--- config.mk ---
export PLATFORM = sky130hd
export DESIGN_NAME = trb_result_bank
export DESIGN_NICKNAME = d
export VERILOG_FILES = /design/src/verilog/trb_pkg.sv /design/src/verilog/trb_result_bank.sv /design/src/verilog/trb_result_entry.sv
export SDC_FILE = /design/constraint.sdc
export NUM_CORES = 1
export LEC_CHECK = 0
export ABC_AREA = 1
export BUFFER_PORTS_ARGS = -buffer_cell sky130_fd_sc_hd__buf_2
export CAP_MARGIN = 10
export CORE_MARGIN = 2
export CORE_UTILIZATION = 55
export DETAILED_ROUTE_END_ITERATION = 8
export GPL_TIMING_DRIVEN = 0
export HOLD_SLACK_MARGIN = 0.05
export PLACE_DENSITY = 0.74
export SYNTH_ARGS = -nofsm -noshare
export SYNTH_HDL_FRONTEND = slang
export SYNTH_SLANG_ARGS = --single-unit
--- constraint.sdc ---
create_clock -name i_mclk -period 1.3 [get_ports i_mclk]
set_input_delay 0.13 -clock i_mclk [delete_from_list [all_inputs] [get_ports i_mclk]]
set_output_delay 0.13 -clock i_mclk [all_outputs]
set_load 0.01 [all_outputs]
--- src/verilog/trb_pkg.sv ---
package trb_pkg;

	// Entry geometry
	localparam int unsigned TRB_DATA_W      = 24;
	localparam int unsigned TRB_ADDR_W      = 8;
	localparam int unsigned TRB_NUM_ENTRIES = 8;
	localparam int unsigned TRB_IDX_W       = 3;

	// Field positions
	localparam int unsigned TRB_PARITY_BIT  = 23;
	localparam int unsigned TRB_INT_MSB     = 22;
	localparam int unsigned TRB_CNT_MSB     = 15;
	localparam int unsigned TRB_RSVD_LSB    = 16;
	localparam int unsigned TRB_RSVD_MSB    = 22;

	// Values after reset and field masks
	localparam logic [23:0] TRB_RESET_VAL   = 24'h000000;
	localparam logic [23:0] TRB_COUNT_MASK  = 24'h80ffff;
	localparam logic [6:0]  TRB_RSVD_ZERO   = 7'h00;

	// Result entry addresses, interval and count alternating up to 1Ah, calibration at 1Bh
	localparam logic [7:0]  TRB_ADDR_INT3   = 8'h14;
	localparam logic [7:0]  TRB_ADDR_CNT3   = 8'h15;
	localparam logic [7:0]  TRB_ADDR_INT4   = 8'h16;
	localparam logic [7:0]  TRB_ADDR_CNT4   = 8'h17;
	localparam logic [7:0]  TRB_ADDR_INT5   = 8'h18;
	localparam logic [7:0]  TRB_ADDR_CNT5   = 8'h19;
	localparam logic [7:0]  TRB_ADDR_INT6   = 8'h1a;
	localparam logic [7:0]  TRB_ADDR_CAL1   = 8'h1b;
	localparam logic [7:0]  TRB_ADDR_FIRST  = TRB_ADDR_INT3;
	localparam logic [7:0]  TRB_ADDR_LAST   = TRB_ADDR_CAL1;

	// Bit i set where entry FIRST+i is a clock-count entry
	localparam logic [7:0]  TRB_COUNT_MAP   = 8'h2a;

	// Read answer latency in clock cycles
	localparam int unsigned TRB_RD_LATENCY  = 1;

	// Update from the measurement engine
	typedef struct packed {
		logic        valid;
		logic [7:0]  addr;
		logic [23:0] data;
	} trb_upd_s;

	// Read answer to the serial front end
	typedef struct packed {
		logic        valid;
		logic [23:0] data;
	} trb_rsp_s;

endpackage : trb_pkg

--- src/verilog/trb_result_bank.sv ---
`timescale 1ns/1ns
module trb_result_bank #(
	parameter int unsigned DATA_W = trb_pkg::TRB_DATA_W
) (
	input  wire logic              i_mclk,
	input  wire logic              i_arst_n,
	input  wire trb_pkg::trb_upd_s i_upd,
	input  wire logic              i_clear,
	input  wire logic              i_rd_en,
	input  wire logic              i_wr_en,
	input  wire logic [7:0]        i_addr,
	output trb_pkg::trb_rsp_s      o_rsp,
	output logic                   o_wr_ignored
);

	localparam int unsigned N = trb_pkg::TRB_NUM_ENTRIES;

	logic [N-1:0][DATA_W-1:0] entry_val;
	logic [N-1:0]             entry_load;
	logic [7:0]               rd_off;
	logic [2:0]               rd_idx;
	logic                     rd_hit;
	logic [DATA_W-1:0]        rd_word;
	trb_pkg::trb_rsp_s        rsp_q;
	logic                     wr_ign_q;
	logic                     upd_in_bank;
	logic                     seen_q;

	// One entry per address, FIRST+i; kind from the count map
	generate
		for (genvar i = 0; i < N; i++) begin : g_entry
			assign entry_load[i] = i_upd.valid &&
				(i_upd.addr == 8'(int'(trb_pkg::TRB_ADDR_FIRST) + i));

			trb_result_entry #(
				.IS_COUNT (trb_pkg::TRB_COUNT_MAP[i]),
				.DATA_W   (DATA_W)
			) u_entry (
				.i_mclk   (i_mclk),
				.i_arst_n (i_arst_n),
				.i_clear  (i_clear),
				.i_load   (entry_load[i]),
				.i_data   (i_upd.data[DATA_W-1:0]),
				.o_value  (entry_val[i])
			);
		end
	endgenerate

	// Host address decode; outside the bank reads as zero
	assign rd_off = i_addr - trb_pkg::TRB_ADDR_FIRST;
	assign rd_idx = rd_off[2:0];
	assign rd_hit = (i_addr >= trb_pkg::TRB_ADDR_FIRST) &&
	                (i_addr <= trb_pkg::TRB_ADDR_LAST);

	// Engine address range, kept apart from the per-entry decode for checking
	assign upd_in_bank = (i_upd.addr >= trb_pkg::TRB_ADDR_FIRST) &&
	                     (i_upd.addr <= trb_pkg::TRB_ADDR_LAST);

	// Read mux is pure selection so reads have no side effect
	always_comb begin
		rd_word = '0;
		if (rd_hit) begin
			rd_word = entry_val[rd_idx];
		end
	end

	always_ff @(posedge i_mclk or negedge i_arst_n) begin
		if (!i_arst_n) begin
			rsp_q <= '0;
		end else begin
			rsp_q.valid <= i_rd_en;
			if (i_rd_en) begin
				rsp_q.data <= 24'(rd_word);
			end
		end
	end

	// writes dropped, flagged for the front end
	always_ff @(posedge i_mclk or negedge i_arst_n) begin
		if (!i_arst_n) begin
			wr_ign_q <= 1'b0;
		end else begin
			wr_ign_q <= i_wr_en;
		end
	end

	assign o_rsp        = rsp_q;
	assign o_wr_ignored = wr_ign_q;

	// First cycle after release, read by the checks only
	always_ff @(posedge i_mclk or negedge i_arst_n) begin
		if (!i_arst_n) begin
			seen_q <= 1'b0;
		end else begin
			seen_q <= 1'b1;
		end
	end

	// Per-entry checks, each address tried against its own entry only
	generate
		for (genvar k = 0; k < N; k++) begin : g_chk
			localparam logic [7:0]  OWN_ADDR = 8'(int'(trb_pkg::TRB_ADDR_FIRST) + k);
			localparam logic [23:0] KEEP     = trb_pkg::TRB_COUNT_MAP[k] ?
			                                   trb_pkg::TRB_COUNT_MASK : 24'hffffff;

		end
	endgenerate
endmodule : trb_result_bank

--- src/verilog/trb_result_entry.sv ---
`timescale 1ns/1ns
module trb_result_entry #(
	parameter bit          IS_COUNT = 1'b0,
	parameter int unsigned DATA_W   = 24
) (
	input  wire logic              i_mclk,
	input  wire logic              i_arst_n,
	input  wire logic              i_clear,
	input  wire logic              i_load,
	input  wire logic [DATA_W-1:0] i_data,
	output logic      [DATA_W-1:0] o_value
);

	logic [DATA_W-1:0] value_q;
	logic [DATA_W-1:0] value_d;
	logic [DATA_W-1:0] masked;
	logic              seen_q;

	// Count entries keep parity and low count only
	generate
		if (IS_COUNT) begin : g_cnt
			assign masked = i_data & DATA_W'(trb_pkg::TRB_COUNT_MASK);
		end else begin : g_int
			assign masked = i_data;
		end
	endgenerate

	// Engine load wins over a clear in the same cycle
	always_comb begin
		value_d = value_q;
		if (i_load) begin
			value_d = masked;
		end else if (i_clear) begin
			value_d = DATA_W'(trb_pkg::TRB_RESET_VAL);
		end
	end

	always_ff @(posedge i_mclk or negedge i_arst_n) begin
		if (!i_arst_n) begin
			value_q <= DATA_W'(trb_pkg::TRB_RESET_VAL);
		end else begin
			value_q <= value_d;
		end
	end

	// First cycle after release, for checking only
	always_ff @(posedge i_mclk or negedge i_arst_n) begin
		if (!i_arst_n) begin
			seen_q <= 1'b0;
		end else begin
			seen_q <= 1'b1;
		end
	end

	assign o_value = value_q;

	generate
		if (IS_COUNT) begin : g_chk

		end
	endgenerate
endmodule : trb_result_entry
Word level (Yosys, flattened, before mapping)

Index checks and enable logic that the tools add are counted.

Add/subtract/negate cells: 1
Multiply operators: 0
Div/mod/pow operators: 0
Magnitude comparators: 3
Equal/unequal tests: 8
Shift-type cells: 0
Mux-type cells: 12
Bitwise logic cells: 0
Reductions and logical operators: 17

Operators with widths:

| operator                                                                     | count |
|---|---|
| 24-bit 2-to-1 mux                                                            | 11 |
| 24-bit binary-select mux with 3-bit select                                   | 1 |
| 8-bit by 5-bit equality test with 1-bit output, second input constant        | 8 |
| 2-bit nonzero test                                                           | 8 |
| 1-bit logical AND                                                            | 9 |
| 8-bit by 5-bit >= comparator with 1-bit output, second input constant        | 1 |
| 8-bit by 5-bit <= comparator with 1-bit output, second input constant        | 1 |
| 3-bit by 4-bit less-than comparator with 1-bit output, second input constant | 1 |
| 3-bit subtractor, second input constant                                      | 1 |

Register bits after elaboration: 218
Bits in latches: 0
Memory bits (writable): 0
Bits in read-only memories: 0
Input port bits: 46
Output and inout port bits: 26
Word-level logic and storage cells: 52
Memories kept: 0

Depth between registers and ports, before layout

Gate-level depths: netlist of the first run.

Word-level depth: 4
Depth in mapped cells: 10
Depth with buffers taken out: 7

Modules after synthesis

From an unflattened synthesis of the first run, not the netlist that was laid out.

Cell total of the unflattened synthesis: 1355
Area, all modules: 10004.6 um2

By module, submodules not included:

| module                                     | instances | cells an instance | area an instance (um2) | seq. area each (um2) |
|---|---|---|---|---|
| trb_result_entry at g_entry[0].u_entry ... | 5         | 102               | 934.6                  | 600.6 |
| trb_result_bank                            | 1         | 605               | 3150.5                 | 650.6 |
| trb_result_entry at g_entry[1].u_entry ... | 3         | 80                | 726.9                  | 425.4 |

Least setup slack after synthesis of the first run

No wires, ideal clock.

Path type: input -> register
Start: input port i_upd[29] (netlist bit)
End: register g_entry[4].u_entry.value_q[18]
Data arrival time: 1015 ps
Slack: 152 ps
Stages on the path: 8
Cells stage by stage: inv_1 > nand2_1 > nor2_8 > nand3_1 > buf_2 > buf_6 > nand3_1 > o21ai_0

Longest elaborated chain between the ends: 3
Elaborated cells between the ends (all ways): 4

RTL lines:

| element                                                 | RTL line               | source |
|---|---|---|
| from (decl)                                             | trb_result_bank.sv:7   | `input wire trb_pkg::trb_upd_s i_upd,` |
| 8-bit by 5-bit equality test with 1-bit output *        | trb_result_bank.sv:33  | `(i_upd.addr == 8'(int'(trb_pkg::TRB_ADDR_FIRST) + i));` |
| 1-bit logical AND *                                     | trb_result_bank.sv:32  | `assign entry_load[i] = i_upd.valid &&` |
| 24-bit 2-to-1 mux or 2-bit nonzero test (tied branches) | n/a                    |  |
| to (signal assigned)                                    | trb_result_entry.sv:40 | `value_q <= DATA_W'(trb_pkg::TRB_RESET_VAL);` |
| to (signal assigned)                                    | trb_result_entry.sv:42 | `value_q <= value_d;` |
| to (decl)                                               | trb_result_entry.sv:14 | `logic [DATA_W-1:0] value_q;` |

Every way passes the cells marked *; elsewhere a longest branch is shown, timed or not.
A chain may end at the register's enable or synchronous reset.

Worst setup path after layout of the first run

Start: input port i_addr[0]
End: register rsp_q (netlist bit o_rsp[21])

Longest elaborated chain between the ends: 4
Elaborated cells between the ends (all ways): 7

RTL lines:

| element                                    | RTL line              | source |
|---|---|---|
| from (decl)                                | trb_result_bank.sv:11 | `input wire logic [7:0] i_addr,` |
| 3-bit subtractor                           | trb_result_bank.sv:50 | `assign rd_off = i_addr - trb_pkg::TRB_ADDR_FIRST;` |
| 24-bit binary-select mux with 3-bit select | trb_result_bank.sv:63 | `rd_word = entry_val[rd_idx];` |
| 24-bit 2-to-1 mux (implied by the code)    | trb_result_bank.sv:63 |  |
| 24-bit 2-to-1 mux *                        | trb_result_bank.sv:62 | `if (rd_hit) begin` |
| to (decl)                                  | trb_result_bank.sv:24 | `trb_pkg::trb_rsp_s rsp_q;` |

Every way passes the cells marked *; elsewhere a longest branch is shown, timed or not. The select of a mux whose other input is x is not followed.

==> run metrics, run 1 <==
Compound-Gate Fraction of Synth Area=5.47%; Setup TNS Final=0 ns; Initial Utilization=between 50% and 60%; library cells used by synthesis=25; Area Growth Syn to Fin=16.7%; Power Density=1190 mW/mm^2; CP Class=input pin to flop; grt ovf=0; RePlAce Congestion=0.938; Clock Tree Buf Depth=2; CTS buffer count=17; final core occ=66.1%; Crit Path Max Fanout=10; total wire length=29,100 um; Placement Cell Area=0.0101 sq mm; largest net degree at the start of global routing=104; Adder-Cell Fraction of Synth Area=0%; largest family of logic cells by synthesized area=simple AND/OR/NAND/NOR gates; Total GRT Usage=about a third; Final Power=13.1 mW; CTS root buf=clkbuf_16; RSZ-0062 raised after global routing=false; syn avg cell area=7.67 sq um; fill count=1,420; Worst path most repeated cell=buf_2; FP Rows=47; Slew headroom=51.4%; Tcrit/Tclk final=94.1%; CP Cell Sequence=buf_2, buf_2, buf_2, o21ai_0, o21ai_0, nand3_1, nand2_1; kind of cell adding the most delay to the critical path=buffers and inverters; Least-Margin Pin Slew=0.729 ns; Finish-stage setup viols=0; clock power share=about 45%; Vias=8,876; status=finished, violations left; Final Hold Viols=94; fmax=818 MHz; Die ar.=0.0182 sq mm; Post-Synth XOR/XNOR Area=0%; #FFs+latches synth=a little under 200; Sw Share=23.9%; Min Hold Slack=-0.311 ns; Top-Level Pins=between 70 and 80; Comb power frac=under 10%; fin worst setup slack=a little under 0.08 ns; Max Cap Viol=0; mux share of post-synthesis cell area=0%; die height=135 um; slowest stage delay, CP=0.36 ns; dpl cells=1,518; clock slew at reported path FFs=0.07 ns; Layout Cells excl Fill=1,576; Int Pwr=9.95 mW; synthesized cell area=0.00942 sq mm; startpoint types=input pin; # DRC=0; post-synthesis cell count=1,229; Final nets=around 1,400; Worst setup EP type=flop; Clk Latency, worst-skew pair=0.44 ns; Post-Synth Simple-Gate Area=34.0%; I/O Buffers=68; die width=135 um; initial antenna violation count=0; CTS sink count=197; worst vdd ir=1010 uV; wire per inst=~18 um; Fin Clk Skew=around 0.007 ns; Setup WS pre-CTS=-0.314 ns; violated checks=hold timing; Final Cell Area=0.0110 sq mm; CTS tree=built; sequential fraction of design power=a little under half; core area=0.0166 sq mm; # hold bufs at CTS=26; first-pass GRT wire length=46,300 um; fin. max-slew vios=0; signal arrival time at the worst endpoint=approximately 1.6 ns; DRT Pass-1 Iters=5; syn_nets=1,275; post-route minimum period=between 1 and 1.5 ns; # Post-CTS Setup Buffers=0; Lkg Pwr=roughly 5.8 nW; Buffers & Inverters on Critical Path=3; post-synthesis sequential area ratio=52.3%; synth warn=0; Hold Path Class=input pin to asynchronous set/reset pin; layout cells sized above 1=between 10% and 20%; critical-path cell with the highest stage delay=o21ai_0; number of global-route vias before repair=8,551; critical path required time=1.68 ns; DRT iter0 DRCs=1,005; ant diodes=0; H-tree lvl count=4; Final ANT Viol Nets=0; vias per cell=approximately 5.6; hpwl dp=20,600 um; sw power=3.12 mW
cell type report:
class                           instances  area, sq um  area share (%)
Buffer                                 79          360            3.28
Clock buffer                           20          457            4.15
Clock inverter                         12          199            1.81
Inverter                              111          417            3.79
Multi-Input combinational cell        842         3720            33.8
Sequential cell                       197         4930            44.8
Tap cell                              220          275            2.50
Timing Repair Buffer                   95          638            5.80
placed cells by master, fill, tap and decap left out, types with 4 or more instances in the layout:
cell,netlist,layout
buf_2,30,96
inv_1,105,105
buf_1,13,13
o21ai_1,12,14
clkbuf_1,32,32
nand2_1,435,435
nand3_1,275,275
clkbuf_16,0,17
bufinv_16,0,5
inv_2,4,4
o21ai_0,84,82
dfrtp_1,197,197
a21oi_1,7,7
dlygate4sd3_1,0,26
nor2_1,14,14
worst reg2reg max path: stages, from the launching register on:
cell     delay [ns]
dfrtp_1        0.38
o21ai_0        0.26
o21ai_0        0.21
nand3_1        0.13
nand2_1        0.06
kinds of logic after synthesis:
logic type | count (synthesis)
buffers and inverters | 190
and+or+nand+nor | 739
DFF | 197
AOI/OAI and AO/OA | 103
sequential cells by signal, summed over array words and instances, names as in the netlist:
name	count
o_wr_ignored	1
o_rsp	25
g_entry.u_entry.o_value	171
final timing paths:
kind                       cells past startpoint  slack, ns                                       start                                         end
min in group i_mclk                            4       0.07                                     i_rd_en                       o_rsp[23]$_DFFE_PN0P_
min                                            1      -0.31                                    i_arst_n                      o_wr_ignored$_DFF_PN0_
max reg2reg                                    4       0.15  g_entry[6].u_entry.o_value[21]$_DFFE_PN0P_                       o_rsp[21]$_DFFE_PN0P_
max in group asynchronous                      2       0.65                                    i_arst_n  g_entry[0].u_entry.o_value[18]$_DFFE_PN0P_
max                                            7       0.08                                   i_addr[0]                       o_rsp[21]$_DFFE_PN0P_
min reg2reg                                    2       0.47                        o_rsp[8]$_DFFE_PN0P_                        o_rsp[8]$_DFFE_PN0P_
power groups by stage:
stage	clock, mW	combinational (mW)	sequential (mW)
after floorplan	0	0.444	6.28
after global placement	0	0.956	6.28
after detailed placement	0	0.975	6.28
after CTS	5.88	1.04	6.16
after global routing	6.13	1.16	6.16
final	5.85	1.07	6.16
synth_stat cells, drive strengths merged:
cell      n  area (sq um)
nand2   438          1650
nand3   277          1400
dfrtp   197          4930
inv     109           409
o21ai    96           480
buf      47           236
clkbuf   32           120
nor2     19           113
a21oi     7          35.0
clkinv    2          7.51
nand4     2          18.8
nand3b    1          7.51
nor3      1          10.0
or2       1          6.26
repair_timing:
action                                  CTS  global route
resized for setup                         0             5
endpoints found under the hold margin   207            94
endpoints found under the setup margin    0             4
per-layer routing:
| metal | vias to the layer above | wire (um) | global-route usage (%) |
|---|---|---|---|
| met5 | - | 48 | 2.50 |
| met4 | 2 | 671 | 11.6 |
| met3 | 62 | 3370 | 9.61 |
| met2 | 462 | 12800 | 49.9 |
| met1 | 4206 | 12200 | 48.1 |
| li1 | 4144 | - | - |
Power figures use the tool's default switching activity.
==> inputs of run 2 (changes only) <==
CTS_BUF_LIST = sky130_fd_sc_hd__clkbuf_2   (was default)
REMOVE_ABC_BUFFERS = 1   (was default)
TNS_END_PERCENT = 50   (was default)
==> run metrics, run 2 (same netlist as run 1, synthesis figures left out) <==
Hold Path Class=input pin to asynchronous set/reset pin (unchanged); wire per inst=17.8 um (was 18.5 um); Initial Utilization=56.6% (unchanged); Power Density=953 mW/mm^2 (was 1190 mW/mm^2); Final nets=1,397 (was 1,389); status=finished, violations left (unchanged); Finish-stage setup viols=88 (was 0); layout cells sized above 1=11.7% (was 11.1%); violated checks=hold timing, setup timing (was hold timing); Buffers & Inverters on Critical Path=1 (was 3); CTS sink count=197 (unchanged); slowest stage delay, CP=0.48 ns (was 0.36 ns); largest net degree at the start of global routing=123 (was 104); RePlAce Congestion=0.782 (was 0.938); DRT Pass-1 Iters=6 (was 5); commonest non-fill, non-tap cell in the layout=nand2_1 (unchanged); critical-path cell with the highest stage delay=dfrtp_1 (was o21ai_0); signal arrival time at the worst endpoint=1.44 ns (was 1.60 ns); Slew headroom=29.1% (was 51.4%); fin worst setup slack=-0.268 ns (was 0.0772 ns); first-pass GRT wire length=42,400 um (was 46,300 um); CTS tree=built (unchanged); worst vdd ir=524 uV (was 1010 uV); critical path required time=1.17 ns (was 1.68 ns); grt ovf=0 (unchanged); die width=135 um (unchanged); Final ANT Viol Nets=0 (unchanged); Lkg Pwr=5.83 nW (was 5.79 nW); initial antenna violation count=1 (was 0); Die ar.=0.0182 sq mm (unchanged); clock slew at reported path FFs=0.26 ns (was 0.07 ns); # DRC=0 (unchanged); core area=0.0166 sq mm (unchanged); Least-Margin Pin Slew=1.06 ns (was 0.729 ns); FP Rows=47 (unchanged); H-tree lvl count=4 (unchanged); fmax=638 MHz (was 818 MHz); fin. max-slew vios=0 (unchanged); Crit Path Max Fanout=2 (was 10); Vias=8,911 (was 8,876); Tcrit/Tclk final=121% (was 94.1%); Worst setup EP type=output pin (was flop); Final Hold Viols=99 (was 94); hpwl dp=13,200 um (was 20,600 um); flip-flop count of the largest register after layout=171 (unchanged); Fin Clk Skew=0.0185 ns (was 0.00685 ns); Top-Level Pins=72 (unchanged); CTS root buf=clkbuf_2 (was clkbuf_16); I/O Buffers=71 (was 68); startpoint types=flop (was input pin); kind of cell adding the most delay to the critical path=flip-flops (was buffers and inverters); die height=135 um (unchanged); Clk Latency, worst-skew pair=0.81 ns (was 0.44 ns); Min Hold Slack=-0.161 ns (was -0.311 ns); Max Cap Viol=0 (unchanged); Total GRT Usage=30.0% (was 33.8%); CP Class=flop to output pin (was input pin to flop); vias per cell=5.62 (was 5.63); most frequent cells in the layout=435 x nand2_1, 272 x nand3_1, 197 x dfrtp_1 (was 435 x nand2_1, 275 x nand3_1, 197 x dfrtp_1); Final Power=10.8 mW (was 13.1 mW); number of global-route vias before repair=8,068 (was 8,551); DRT iter0 DRCs=1,218 (was 1,005); CTS buffer count=17 (unchanged); post-route minimum period=1.57 ns (was 1.22 ns); Area Growth Syn to Fin=20.3% (was 16.7%); RSZ-0062 raised after global routing=true (was false); CP Cell Sequence=buf_2 (was buf_2, buf_2, buf_2, o21ai_0, o21ai_0, nand3_1, nand2_1); total wire length=28,200 um (was 29,100 um); Clock Tree Buf Depth=2 (unchanged)
[run 2: timing repair]
action / CTS / global route
buffers inserted: 5 / 14
hold endpoints to repair: 394 / 175
hold buffers: 59 / 25
resized for setup: 9 / 12
pin swaps: 1 / 4
setup endpoints to repair: 94 / 154
gates cloned: 1 / 2
[run 2: worst reg2reg max path: cells and delay by family (launching register included)]
kind | cells | cell delay, ns
DFF | 1 | 0.45
buffers and inverters | 1 | 0.57
and+or+nand+nor | 2 | 0.16
[run 2: through the flow]
step | utilization [%] | setup TNS [ns] | area (sq um) | std cells | setup WS (ns)
floorplan | - | -254.07 | 9060 | 1150 | -1.79
global route | 68.1 | -17.21 | 11300 | 1585 | -0.318
detailed placement | 59.1 | -146.02 | 9840 | 1446 | -2.36
CTS | 65.0 | -16.69 | 10800 | 1543 | -0.253
global placement | 58.3 | -1206.29 | 9700 | 1441 | -3.92
finish | 68.1 | -11.88 | 11300 | 1585 | -0.268
[run 2: final cells by class]
class | instances | area, sq um
Multi-Input combinational cell | 845 | 3800
Inverter | 111 | 437
Antenna cell | 1 | 2.50
Sequential cell | 197 | 4930
Tap cell | 220 | 275
Clock buffer | 17 | 85.1
Clock inverter | 15 | 209
Fill cell | 1410 | 5310
Timing Repair Buffer | 179 | 1590
[run 2: final timing paths]
kind / end / from / cells past startpoint / slack [ns]
max: o_rsp[23] / o_rsp[23]$_DFFE_PN0P_ / 1 / -0.27
min: g_entry[7].u_entry.o_value[2]$_DFFE_PN0P_ / i_arst_n / 2 / -0.16
max reg2reg: g_entry[6].u_entry.o_value[9]$_DFFE_PN0P_ / g_entry[6].u_entry.o_value[9]$_DFFE_PN0P_ / 3 / 0.06
min reg2reg: o_rsp[10]$_DFFE_PN0P_ / o_rsp[10]$_DFFE_PN0P_ / 2 / 0.51
max in group asynchronous: g_entry[1].u_entry.o_value[9]$_DFFE_PN0P_ / i_arst_n / 3 / 0.47
min in group i_mclk: g_entry[4].u_entry.o_value[16]$_DFFE_PN0P_ / i_upd[27] / 5 / -0.08
[run 2: where the power goes]
group	internal (mW)	total, mW	switching [mW]
sequential	6.17	6.18	0.0108
combinational	0.349	1.10	0.753
clock	1.43	3.52	2.09
[run 2: layer usage]
metal / routed length [um] / track usage (%) / share of wire (%)
met5: 0 / 0 / 0
met4: 845 / 9.65 / 3.0
met3: 2430 / 4.84 / 8.6
met2: 13100 / 48.5 / 47
met1: 11700 / 41.7 / 42
==> inputs of run 3 (changes only) <==
CTS_BUF_LIST = default   (was sky130_fd_sc_hd__clkbuf_2)
==> run metrics, run 3 (same netlist as run 1, synthesis figures left out) <==
Buffers & Inverters on Critical Path=3 (was 1); critical path required time=1.62 ns (was 1.17 ns); status=finished, violations left (unchanged); r2r setup slk=0.30 ns (was 0.06 ns); CTS root buf=clkbuf_16 (was clkbuf_2); fmax=765 MHz (was 638 MHz); CP Cell Sequence=buf_2, inv_2, nand2_2, nor2_8, nand3_2, buf_12, nand3_1, o21ai_1 (was buf_2); critical-path cell with the highest stage delay=nand3_2 (was dfrtp_1); Fin Clk Skew=0.00549 ns (was 0.0185 ns); fin. max-slew vios=0 (unchanged); violated checks=setup timing (was hold timing, setup timing); hold path depth=4; signal arrival time at the worst endpoint=1.63 ns (was 1.44 ns); flip-flop count of the largest register after layout=171 (unchanged); most frequent cells in the layout=432 x nand2_1, 271 x nand3_1, 197 x dfrtp_1 (was 435 x nand2_1, 272 x nand3_1, 197 x dfrtp_1); layout cells sized above 1=11.7% (about the same); total wire length=26,100 um (was 28,200 um); Top-Level Pins=72 (unchanged); Final ANT Viol Nets=0 (unchanged); Clk Latency, worst-skew pair=0.44 ns (was 0.81 ns); Worst Hold Path EP=g_entry[6].u_entry.o_value[21]$_DFFE_PN0P_; grt ovf=0 (unchanged); RR Startpoint=g_entry[7].u_entry.o_value[15]$_DFFE_PN0P_ (was g_entry[6].u_entry.o_value[9]$_DFFE_PN0P_); Final Hold Viols=0 (was 99); clock power share=45.3% (was 32.6%); Comb power frac=7.6% (was 10.2%); Clock Tree Buf Depth=2 (unchanged); number of global-route vias before repair=7,938 (was 8,068); Tcrit/Tclk final=101% (was 121%); worst vdd ir=1020 uV (was 524 uV); final core occ=66.1% (was 68.1%); Initial Utilization=56.6% (unchanged); Max Cap Viol=0 (unchanged); multi-input logic area=0.00382 sq mm (was 0.00380 sq mm); die width=135 um (unchanged); Min-Delay Startpoint=i_clear; Crit Path Max Fanout=34 (was 2); Min Hold Slack=0.149 ns (was -0.161 ns); DRT Pass-1 Iters=6 (unchanged); R2R Path End=o_rsp[15]$_DFFE_PN0P_ (was g_entry[6].u_entry.o_value[9]$_DFFE_PN0P_); Least-Margin Pin Slew=0.985 ns (was 1.06 ns); CTS tree=built (unchanged); hpwl dp=13,200 um (unchanged); Power Density=1190 mW/mm^2 (was 953 mW/mm^2); RSZ-0062 raised after global routing=true (unchanged); CTS buffer count=17 (unchanged); FP Rows=47 (unchanged); Int Pwr=10.0 mW (was 7.95 mW); Final nets=1,327 (was 1,397); commonest non-fill, non-tap cell in the layout=nand2_1 (unchanged); initial antenna violation count=0 (was 1); die height=135 um (unchanged); fill count=1,422 (was 1,410); # DRC=0 (unchanged); Hold Path Class=input pin to flop (was input pin to asynchronous set/reset pin); vias per cell=5.62 (about the same); Lkg Pwr=5.72 nW (was 5.83 nW); wire per inst=17.2 um (was 17.8 um); Sw Share=23.6% (was 26.4%); core area=0.0166 sq mm (unchanged); kind of cell adding the most delay to the critical path=simple AND/OR/NAND/NOR gates (was flip-flops); sequential standard cell area=0.00493 sq mm (unchanged); first-pass GRT wire length=40,800 um (was 42,400 um); RePlAce Congestion=0.782 (unchanged); largest net degree at the start of global routing=123 (unchanged); CP Class=input pin to flop (was flop to output pin); startpoint types=input pin (was flop); clock slew at reported path FFs=0.07 ns (was 0.26 ns); I/O Buffers=71 (unchanged); CTS sink count=197 (unchanged); slowest stage delay, CP=0.43 ns (was 0.48 ns); sequential fraction of design power=47.1% (was 57.2%); Die ar.=0.0182 sq mm (unchanged); DRT iter0 DRCs=891 (was 1,218); sw power=3.08 mW (was 2.85 mW); Slew headroom=34.3% (was 29.1%); Vias=8,508 (was 8,911); FF-to-FF path depth=6 (was 3); Area Growth Syn to Fin=16.8% (was 20.3%); Total GRT Usage=28.8% (was 30.0%); ant diodes=0 (was 1); H-tree lvl count=4 (unchanged); fin worst setup slack=-0.00652 ns (was -0.268 ns); post-route minimum period=1.31 ns (was 1.57 ns); Finish-stage setup viols=3 (was 88); Worst setup EP type=flop (was output pin)
[run 3: repair_timing]
action                                 4_1_cts  5_1_grt
gates resized for setup                     18       18
gates cloned                                 1        2
endpoints found under the hold margin      225        0
pin swaps                                    2       13
setup endpoints to repair                  115      270
buffers inserted                             4        2
hold buffers                                27        0
[run 3: final cells by class]
class / instances / share of cell area [%]
sequential: 197 / 44.8
multi-input combinational: 844 / 34.7
timing repair buffer: 110 / 7.81
clock buffer: 20 / 4.24
inverter: 111 / 4.13
tap: 220 / 2.50
clock inverter: 12 / 1.80
[run 3: worst max-delay path by stage]
stage / cells after the start / from / end / slack (ns)
after detailed placement: 7 / i_addr[1] / o_rsp[20]$_DFFE_PN0P_ / -2.36
final: 8 / i_upd[29] / g_entry[4].u_entry.o_value[0]$_DFFE_PN0P_ / -0.007
after global routing: 7 / i_upd[26] / g_entry[4].u_entry.o_value[5]$_DFFE_PN0P_ / -0.16
after CTS: 8 / i_upd[29] / g_entry[2].u_entry.o_value[7]$_DFFE_PN0P_ / -0.29
after floorplan: 3 / i_clear / g_entry[5].u_entry.o_value[11]$_DFFE_PN0P_ / -1.79
after global placement: 4 / i_clear / g_entry[5].u_entry.o_value[11]$_DFFE_PN0P_ / -3.92
[run 3: through the flow]
stage	TNS (ns)	cell area, sq um	power, mW	setup WS [ns]	cells
after floorplan	-254.07	9060	6.64	-1.79	1150
after global placement	-1206.29	9700	7.12	-3.92	1441
after detailed placement	-146.02	9840	7.14	-2.36	1446
after CTS	-12.09	10900	13.0	-0.288	1510
after global routing	-5.38	11000	13.4	-0.163	1514
final	-0.0137	11000	13.1	-0.00652	1514
[run 3: worst register-to-register path: stages, from the launching register on]
cell and delay [ns]:
dfrtp_1 0.38, nand2_1 0.07, nand3_1 0.09, nand2_1 0.10
nand2_1 0.05, nand3_1 0.14, nand2_1 0.06
[run 3: per-layer routing]
| metal | GRT usage [%] | up-vias | part of all wire (%) |
|---|---|---|---|
| met1 | 39.3 | 4023 | 43 |
| li1 | - | 4043 | - |
| met5 | 0 | - | 0 |
| met3 | 4.73 | 41 | 7.6 |
| met2 | 46.7 | 401 | 47 |
| met4 | 10.8 | 0 | 2.1 |
[run 3: power groups by stage]
stage | combinational [mW] | clock, mW | sequential (mW)
after floorplan | 0.357 | 0 | 6.28
after global placement | 0.847 | 0 | 6.28
after detailed placement | 0.866 | 0 | 6.28
after CTS | 0.952 | 5.92 | 6.16
after global routing | 1.09 | 6.16 | 6.16
final | 0.992 | 5.93 | 6.16
